===== src/rtl/csrb_consts.vh =====
// Purpose: constants for the core special register bank
// Assumes: 6-bit register file address, 8-bit data, 10-bit pc
// Notes: offsets are register indices within the bank
`ifndef CSRB_CONSTS_VH
`define CSRB_CONSTS_VH
// ------------------------------------------------------------
// register offsets
// ------------------------------------------------------------
`define CSRB_A_INDIRECT 6'h00
`define CSRB_A_TIMER0 6'h01
`define CSRB_A_PC_LOW 6'h02
`define CSRB_A_STATUS 6'h03
`define CSRB_A_FPTR 6'h04
`define CSRB_A_PORT_B_DATA 6'h06
`define CSRB_A_PWRCTL 6'h08
`define CSRB_A_WAKE 6'h09
`define CSRB_A_PC_HIGH_BUFFER 6'h0A
`define CSRB_GPR_BASE 6'h10
// ------------------------------------------------------------
// status bit positions
// ------------------------------------------------------------
`define CSRB_ST_C 0
`define CSRB_ST_DC 1
`define CSRB_ST_Z 2
`define CSRB_ST_PD 3
`define CSRB_ST_TO 4
// ------------------------------------------------------------
// power control bit positions
// ------------------------------------------------------------
`define CSRB_PC_LOW_VOLT_RESET_ENABLE 3
`define CSRB_PC_LOW_VOLT_DETECT_ENABLE 5
`define CSRB_PC_EIS 6
`define CSRB_PC_WATCHDOG_ENABLE 7
// ------------------------------------------------------------
// reset values
// ------------------------------------------------------------
`define CSRB_RST_STATUS 8'h18
`define CSRB_RST_PWRCTL 8'h88
`define CSRB_RST_WAKE 6'h3F
`define CSRB_RST_PC_HIGH_BUFFER 3'h0
`define CSRB_RST_PC 10'h000
`define CSRB_RST_FPTR 8'h00
`define CSRB_RST_BYTE 8'h00
// ------------------------------------------------------------
// pc load kinds
// ------------------------------------------------------------
`define CSRB_PCOP_STEP 3'h0
`define CSRB_PCOP_NEAR 3'h1
`define CSRB_PCOP_SCALL 3'h2
`define CSRB_PCOP_FAR 3'h3
`define CSRB_PCOP_FCALL 3'h4
`define CSRB_PCOP_HOLD 3'h5
// ------------------------------------------------------------
// timer0 source select
// ------------------------------------------------------------
`define CSRB_T0_INST 2'h0
`define CSRB_T0_EXT 2'h1
`define CSRB_T0_LOWOSC 2'h2
`endif


===== src/rtl/csrb_core_special_register_bank.v =====
// Purpose: core special-function register bank of an 8-bit micro
// Assumes: one instruction executes per enabled step from the core
// Notes: general purpose ram of the bank lives here too
//
// What this block does
// - indirect port has no storage; access goes to pointed register
// - timer0_count reads live count; a write replaces the count
// - timer0 counts instruction clock, external pin or low oscillator
// - pc_low is pc low byte; pc steps by one unless loaded or held
// - pc bits 9:8 change by stepping, far loads, near jump bit 8 from the word, or from the pc_high_buffer bits
// - near jump: pc 8:0 from word, bit 9 from buffer bit 1
// - short call: pc 7:0 from word, 9:8 from buffer; push pc+1
// - far jump and far call load all ten bits; call pushes pc+1
// - carry set on add carry or subtract without borrow
// - half carry set on nibble carry or no nibble borrow
// - zero set when logical result is zero, else cleared
// - powered_down_flag set at power-up and watchdog clear; sleep clears
// - watchdog_timeout_flag set at power-up, clear, sleep; timeout clears
// - low six pointer bits choose one of 64 locations
// - bank_select bits have no addressing effect
// - port read gives pin for inputs; latch or pin for outputs
// - port write stores into the six output latches
// - ext_int_select makes pin 0 the external interrupt input
// - watchdog_enable turns the watchdog on; resets to one
// - low-voltage detect and reset enables; reset to zero and one
// - six pin_wakeup_enable bits gate wake-up; reset to one
`timescale 1ns/1ns
`include "csrb_consts.vh"
module csrb_core_special_register_bank (
  clk_sys,
  rst_b,
  step,
  rd_en,
  wr_en,
  addr,
  wdata,
  rdata,
  pc_op,
  instr_target,
  pc,
  push_valid,
  push_addr,
  flag_we,
  flag_c,
  flag_dc,
  flag_z_we,
  flag_z,
  clrwdt_exec,
  sleep_exec,
  wdt_timeout,
  t0_src,
  t0_falling,
  ext_timer_clock_pin,
  low_osc_clk,
  port_read_source_option,
  pin_is_output,
  port_b_pin,
  port_b_out,
  ext_int_select,
  watchdog_enable,
  low_volt_detect_enable,
  low_volt_reset_enable,
  pin_wakeup_enable
);
  input wire clk_sys;
  input wire rst_b;
  input wire step;
  input wire rd_en;
  input wire wr_en;
  input wire [5:0] addr;
  input wire [7:0] wdata;
  output reg [7:0] rdata;
  input wire [2:0] pc_op;
  input wire [9:0] instr_target;
  output reg [9:0] pc;
  output reg push_valid;
  output reg [9:0] push_addr;
  input wire flag_we;
  input wire flag_c;
  input wire flag_dc;
  input wire flag_z_we;
  input wire flag_z;
  input wire clrwdt_exec;
  input wire sleep_exec;
  input wire wdt_timeout;
  input wire [1:0] t0_src;
  input wire t0_falling;
  input wire ext_timer_clock_pin;
  input wire low_osc_clk;
  input wire port_read_source_option;
  input wire [5:0] pin_is_output;
  input wire [5:0] port_b_pin;
  output reg [5:0] port_b_out;
  output reg ext_int_select;
  output reg watchdog_enable;
  output reg low_volt_detect_enable;
  output reg low_volt_reset_enable;
  output reg [5:0] pin_wakeup_enable;

  // ------------------------------------------------------------
  // storage
  // ------------------------------------------------------------
  reg [7:0] timer0_r;
  reg [7:0] status_r;
  reg [7:0] fptr_r;
  reg [1:0] port_b_data_gp_r;
  reg [3:0] pwr_gp_r;
  // power control reset image, only the watchdog_enable bit is picked
  wire [7:0] pwr_rst;
  assign pwr_rst = `CSRB_RST_PWRCTL;
  reg [2:0] pc_high_buffer_r;
  reg [7:0] gpr_r [0:47];
  reg [5:0] pin_s1_r;
  reg [5:0] pin_s2_r;
  reg [1:0] tclk_s1_r;
  reg [1:0] tclk_s2_r;
  reg tclk_d_r;

  // indirect port redirects through the pointer, bank bits unused
  wire is_ind;
  wire [5:0] eff_addr;
  assign is_ind = (addr == `CSRB_A_INDIRECT);
  assign eff_addr = is_ind ? fptr_r[5:0] : addr;
  wire wr_hit;
  wire rd_hit;
  assign wr_hit = step & wr_en;
  assign rd_hit = step & rd_en;

  // ------------------------------------------------------------
  // timer0 source and edge
  // ------------------------------------------------------------
  // both external clocks pass two flip-flops before use
  wire tclk_sel;
  wire tclk_edge;
  wire t0_tick;
  assign tclk_sel = (t0_src == `CSRB_T0_LOWOSC) ? tclk_s2_r[1] :
                    tclk_s2_r[0];
  assign tclk_edge = t0_falling ? (tclk_d_r & ~tclk_sel) :
                     (~tclk_d_r & tclk_sel);
  assign t0_tick = (t0_src == `CSRB_T0_INST) ? step : tclk_edge;

  always @(posedge clk_sys) begin
    tclk_s1_r <= {low_osc_clk, ext_timer_clock_pin};
    tclk_s2_r <= tclk_s1_r;
    tclk_d_r <= tclk_sel;
    pin_s1_r <= port_b_pin;
    pin_s2_r <= pin_s1_r;
  end

  // write replaces the count, otherwise count on the tick
  always @(posedge clk_sys) begin
    if (!rst_b) begin
      timer0_r <= `CSRB_RST_BYTE;
    end else if (wr_hit && eff_addr == `CSRB_A_TIMER0) begin
      timer0_r <= wdata;
    end else if (t0_tick) begin
      timer0_r <= timer0_r + 8'h01;
    end
  end

  // ------------------------------------------------------------
  // program counter
  // ------------------------------------------------------------
  wire [9:0] pc_inc;
  assign pc_inc = pc + 10'h001;

  always @(posedge clk_sys) begin
    if (!rst_b) begin
      pc <= `CSRB_RST_PC;
      push_valid <= 1'b0;
      push_addr <= `CSRB_RST_PC;
    end else begin
      push_valid <= 1'b0;
      if (step) begin
        case (pc_op)
          `CSRB_PCOP_NEAR: begin
            pc <= {pc_high_buffer_r[1], instr_target[8:0]};
          end
          `CSRB_PCOP_SCALL: begin
            pc <= {pc_high_buffer_r[1:0], instr_target[7:0]};
            push_valid <= 1'b1;
            push_addr <= pc_inc;
          end
          `CSRB_PCOP_FAR: begin
            pc <= instr_target;
          end
          `CSRB_PCOP_FCALL: begin
            pc <= instr_target;
            push_valid <= 1'b1;
            push_addr <= pc_inc;
          end
          `CSRB_PCOP_HOLD: begin
            pc <= pc;
          end
          default: begin
            if (wr_en && eff_addr == `CSRB_A_PC_LOW) begin
              pc <= {pc_high_buffer_r[1:0], wdata};
            end else begin
              pc <= pc_inc;
            end
          end
        endcase
      end
    end
  end

  // ------------------------------------------------------------
  // status flags
  // ------------------------------------------------------------
  always @(posedge clk_sys) begin
    if (!rst_b) begin
      status_r <= `CSRB_RST_STATUS;
    end else begin
      if (wr_hit && eff_addr == `CSRB_A_STATUS) begin
        status_r <= wdata;
      end
      if (step && flag_we) begin
        status_r[`CSRB_ST_C] <= flag_c;
        status_r[`CSRB_ST_DC] <= flag_dc;
      end
      if (step && flag_z_we) begin
        status_r[`CSRB_ST_Z] <= flag_z;
      end
      if (step && clrwdt_exec) begin
        status_r[`CSRB_ST_PD] <= 1'b1;
        status_r[`CSRB_ST_TO] <= 1'b1;
      end
      if (step && sleep_exec) begin
        status_r[`CSRB_ST_PD] <= 1'b0;
        status_r[`CSRB_ST_TO] <= 1'b1;
      end
      if (wdt_timeout) begin
        status_r[`CSRB_ST_TO] <= 1'b0;
      end
    end
  end

  // ------------------------------------------------------------
  // pointer, port, power, wake, buffer, ram
  // ------------------------------------------------------------
  always @(posedge clk_sys) begin
    if (!rst_b) begin
      fptr_r <= `CSRB_RST_FPTR;
      port_b_out <= 6'h00;
      port_b_data_gp_r <= 2'h0;
      watchdog_enable <= pwr_rst[`CSRB_PC_WATCHDOG_ENABLE];
      ext_int_select <= 1'b0;
      low_volt_detect_enable <= 1'b0;
      low_volt_reset_enable <= 1'b1;
      pwr_gp_r <= 4'h0;
      pin_wakeup_enable <= `CSRB_RST_WAKE;
      pc_high_buffer_r <= `CSRB_RST_PC_HIGH_BUFFER;
    end else if (wr_hit) begin
      case (eff_addr)
        `CSRB_A_FPTR: fptr_r <= wdata;
        `CSRB_A_PORT_B_DATA: begin
          port_b_out <= wdata[5:0];
          port_b_data_gp_r <= wdata[7:6];
        end
        `CSRB_A_PWRCTL: begin
          watchdog_enable <= wdata[`CSRB_PC_WATCHDOG_ENABLE];
          ext_int_select <= wdata[`CSRB_PC_EIS];
          low_volt_detect_enable <= wdata[`CSRB_PC_LOW_VOLT_DETECT_ENABLE];
          low_volt_reset_enable <= wdata[`CSRB_PC_LOW_VOLT_RESET_ENABLE];
          pwr_gp_r <= {wdata[4], wdata[2:0]};
        end
        `CSRB_A_WAKE: pin_wakeup_enable <= wdata[5:0];
        `CSRB_A_PC_HIGH_BUFFER: pc_high_buffer_r <= wdata[2:0];
        default: pc_high_buffer_r <= pc_high_buffer_r;
      endcase
    end
  end

  // general purpose ram above the special registers
  always @(posedge clk_sys) begin
    if (wr_hit && eff_addr >= `CSRB_GPR_BASE) begin
      gpr_r[eff_addr - `CSRB_GPR_BASE] <= wdata;
    end
  end

  // ------------------------------------------------------------
  // read data
  // ------------------------------------------------------------
  // outputs take pin or latch by option, inputs always pin
  wire [5:0] port_b_data_rd;
  assign port_b_data_rd = (pin_is_output & ~{6{port_read_source_option}} &
                     port_b_out) |
                    ((~pin_is_output | {6{port_read_source_option}}) &
                     pin_s2_r);

  reg [7:0] rd_nxt;
  always @* begin
    rd_nxt = 8'h00;
    case (eff_addr)
      `CSRB_A_TIMER0: rd_nxt = timer0_r;
      `CSRB_A_PC_LOW: rd_nxt = pc[7:0];
      `CSRB_A_STATUS: rd_nxt = status_r;
      `CSRB_A_FPTR: rd_nxt = fptr_r;
      `CSRB_A_PORT_B_DATA: rd_nxt = {port_b_data_gp_r, port_b_data_rd};
      `CSRB_A_PWRCTL: rd_nxt = {watchdog_enable, ext_int_select,
                                low_volt_detect_enable, pwr_gp_r[3],
                                low_volt_reset_enable, pwr_gp_r[2:0]};
      `CSRB_A_WAKE: rd_nxt = {2'h0, pin_wakeup_enable};
      `CSRB_A_PC_HIGH_BUFFER: rd_nxt = {5'h00, pc_high_buffer_r};
      default: begin
        if (eff_addr >= `CSRB_GPR_BASE) begin
          rd_nxt = gpr_r[eff_addr - `CSRB_GPR_BASE];
        end
      end
    endcase
  end

  always @(posedge clk_sys) begin
    if (!rst_b) begin
      rdata <= 8'h00;
    end else if (rd_hit) begin
      rdata <= rd_nxt;
    end
  end
endmodule // csrb_core_special_register_bank


===== config.mk =====
export PLATFORM = sky130hd
export DESIGN_NAME = csrb_core_special_register_bank
export DESIGN_NICKNAME = d
export VERILOG_FILES = /design/src/rtl/csrb_core_special_register_bank.v
export VERILOG_INCLUDE_DIRS = /design/src /design/src/rtl
export SDC_FILE = /design/constraint.sdc
export NUM_CORES = 1
export LEC_CHECK = 0
export BUFFER_PORTS_ARGS = -buffer_cell sky130_fd_sc_hd__buf_4
export CELL_PAD_IN_SITES_DETAIL_PLACEMENT = 1
export CELL_PAD_IN_SITES_GLOBAL_PLACEMENT = 2
export CORE_ASPECT_RATIO = 1.1
export CORE_MARGIN = 1
export CORE_UTILIZATION = 47
export CTS_BUF_LIST = sky130_fd_sc_hd__clkbuf_4
export CTS_CLUSTER_SIZE = 8
export DETAILED_ROUTE_END_ITERATION = 8
export PLACE_DENSITY_LB_ADDON = 0.2
export SLEW_MARGIN = 0
export SYNTH_ARGS = -nofsm -noshare
export SYNTH_HDL_FRONTEND = slang
export SYNTH_SLANG_ARGS = --single-unit
export TNS_END_PERCENT = 30

===== constraint.sdc =====
create_clock -name clk_sys -period 7.9 [get_ports clk_sys]
set_clock_uncertainty 0.05 [all_clocks]
set_input_delay 0 -clock clk_sys [delete_from_list [all_inputs] [get_ports clk_sys]]
set_output_delay 0 -clock clk_sys [all_outputs]
set_load 0.05 [all_outputs]

==> flow_metrics.env <==
export IMPL_place_gp_congestion=0.930
export IMPL_cp_end_kind="register"
export IMPL_cp_max_fo=14
export IMPL_hp_start="addr[4]"
export IMPL_vias_per_cell=6.00
export IMPL_cts_resized=0
export IMPL_drv_slew=0
export IMPL_syn_area_um2=19600
export IMPL_tightest_slew_ps=1110
export IMPL_worst_path_buf_inv=4
export IMPL_yosysWarnings=0
export IMPL_grt_ovfl_total=0
export IMPL_htree_levels=3
export IMPL_antenna_found_initial=1
export IMPL_postPlaceCellArea_um2=20900
export IMPL_numPortBuffers=102
export IMPL_hold_viol_final=0
export IMPL_cp_required_ps=8700
export IMPL_grt_max_degree=122
export IMPL_synthFlopType="edfxtp_1"
export IMPL_grt_pass1_vias=15700
export IMPL_r2r_start="fptr_r[4]"
export IMPL_rows=78
export IMPL_drive_gt1_share_pct=16.8
export IMPL_p_per_area_nw_per_um2=224
export IMPL_fp_dieH_um=216
export IMPL_synthCells=1597
export IMPL_synth_area_per_cell_um2=12.3
export IMPL_synth_area_leaders="edfxtp_1, dfxtp_1, nand2_1, mux2i_1, nand3_1"
export IMPL_crit_slowest_cell="ha_1"
export IMPL_slew_headroom_pct=25.6
export IMPL_grt_usage_pct=32.5
export IMPL_holdWs_ps=117
export IMPL_ys_seq_elements=479
export IMPL_post_route_period_util_pct=65.9
export IMPL_finalWirelength_um=68200
export IMPL_yosys_area_top_type="edfxtp_1"
export IMPL_wl_per_cell_um=27.0
export IMPL_cts_tree="built"
export IMPL_startpoint="fptr_r[4]"
export IMPL_tns_ps=0
export IMPL_clock_path_buffers=3
export IMPL_cts_root_buf="clkbuf_4"
export IMPL_fill_cells=4271
export IMPL_r2r_slack_ps=2690
export IMPL_max_cap_violations=0
export IMPL_fp_dieW_um=197
export IMPL_path_class="register to register"
export IMPL_syn_num_nets=1661
export IMPL_cts_sinks=479
export IMPL_ioPinCount=103
export IMPL_slowest_delay_ps=700
export IMPL_synth_edff_count=384
export IMPL_stdcell_area_um2=23600
export IMPL_drc_errors=0
export IMPL_min_period_ps=5210
export IMPL_synth_top_cell_area_share_pct=58.7
export IMPL_start_util_pct=47.7
export IMPL_numCtsBuffers=119
export IMPL_clkSlewWorstSetupHoldPaths_ps=70
export IMPL_grt_pass1_wl_um=101000
export IMPL_clkLatencyLatePin_ps=900
export IMPL_critPathArrivalTime_ps=6000
export IMPL_place_ws_ps=3710
export IMPL_dieArea_um2=42600
export IMPL_antenna_left=0
export IMPL_setup_ws_ps=2690
export IMPL_crit_family="buffers and inverters"
export IMPL_hp_class="input port to register"
export IMPL_vdd_drop_max_uv=160
export IMPL_synth_distinct_cells=77
export IMPL_cp_cell_sequence="a31o_2, inv_1, ha_1, inv_1, a311oi_1, nand2_1, nor2_1, a21oi_1, o21ai_0, o21ai_0, dlygate4sd3_1, a21oi_1, dlygate4sd3_1"
export IMPL_coreArea_um2=41200
export IMPL_rsz0062_at_grt="false"
export IMPL_layout_nets=1936
export IMPL_detail_route_first_pass_iterations=5
export IMPL_area_growth_pct=20.1
export IMPL_p_leak_uw=0.00828
export IMPL_status="finished, final reports clean"
export IMPL_via_count=15200
export IMPL_hpwl_um=41200
export IMPL_ys_seq_area_share_pct=68.4
export IMPL_setup_violations=0
export IMPL_max_freq_mhz=192
export IMPL_synthArstFlopShare_pct=0
export IMPL_drtIter0Drc=1170
export IMPL_start_kind="register"
what timing repair did:
action | 4_1_cts | 5_1_grt
hold buffers | 120 | 0
endpoints found under the hold margin | 471 | 0
setup buffers | 0 | 0
flip-flops by register name, summed over array words and instances, names as in the netlist, 8 cells and up:
register   cells
status_r       8
push_addr     10
pc            10
fptr_r         8
timer0_r       8
rdata          8
gpr_r        384
cell type report:
type | count | area [um2] | share of cell area, %
Sequential cell | 479 | 13400 | 57.0
Multi-Input combinational cell | 1013 | 5760 | 24.4
Timing Repair Buffer | 245 | 2150 | 9.13
Clock buffer | 168 | 1260 | 5.35
Tap cell | 560 | 701 | 2.97
Clock inverter | 47 | 218 | 0.923
Inverter | 14 | 52.6 | 0.223
Antenna cell | 1 | 2.50 | 0.0106
worst min-delay path: stages:
cell and delay [ps]:
buf_4 150, a31o_2 390, nor4_1 180, o221ai_1 150, a21oi_1 80
power by group:
| part | total (uW) | switching (uW) | leakage [uW] | internal (uW) |
|---|---|---|---|---|
| sequential | 2770 | 26.4 | 0.00423 | 2750 |
| clock | 2030 | 1020 | 0.000862 | 1010 |
| combinational | 488 | 326 | 0.00318 | 161 |
| total | 5290 | 1370 | 0.00828 | 3920 |
logic make-up (layout without fill, tap and decap cells):
logic type	after synthesis	count (layout)	share of synthesized area, %
other	0	1	0
buffers and inverters	105	474	2.38
muxes	70	70	3.58
xor gates and xnor gates	16	16	0.714
AOI/OAI and AO/OA	330	330	11.4
DFF	479	479	68.4
adders and majority gates	6	6	0.382
and+or+nand+nor	591	591	13.1
metal layers:
metal | vias to the layer above | part of all wire, % | GRT usage [%]
met5 | - | 0 | 0
li1 | 6626 | - | -
met1 | 7740 | 40 | 41.3
met4 | 0 | 3.4 | 14.0
met3 | 116 | 6.9 | 5.14
met2 | 680 | 50 | 55.3
synth_stat cells (13+ instances only):
cell and count:
edfxtp_1 384, nand2_1 300, nor2_1 116, dfxtp_1 95, nand3_1 92, a21oi_1 82, mux2i_1 69, clkbuf_1 58
o21ai_0 43, o22ai_1 38, a31oi_1 30, a211oi_1 24, buf_2 22, nor3_1 15, a22oi_1 14, inv_1 13
o211ai_1 13
per-stage QoR:
stage	power [uW]	instances	util [%]
final	5290	2527	57.3
after global routing	5470	2527	57.3
after CTS	5320	2526	57.2
after detailed placement	3250	2191	50.7
after global placement	3240	2191	50.7
after floorplan	3050	1597	-
final timing paths:
check / cells past startpoint / to
min: 5 / rdata[5]
max: 13 / pc[2]
min reg2reg: 0 / tclk_s2_r[0]
max reg2reg: 13 / pc[2]
cell usage in the layout (no fill, tap or decap), types with 14 or more instances in the layout:
| master | count |
|---|---|
| o21ai_0 | 43 |
| clkbuf_4 | 168 |
| buf_4 | 124 |
| nor3_1 | 14 |
| edfxtp_1 | 384 |
| dfxtp_1 | 95 |
| nand2_1 | 300 |
| nand3_1 | 92 |
| a31oi_1 | 29 |
| nor2_1 | 116 |
| mux2i_1 | 69 |
| a211oi_1 | 24 |
| a21oi_1 | 80 |
| o22ai_1 | 38 |
| dlygate4sd3_1 | 120 |
| clkinv_1 | 41 |
| a22oi_1 | 14 |
(Power assumes the default switching activity.)
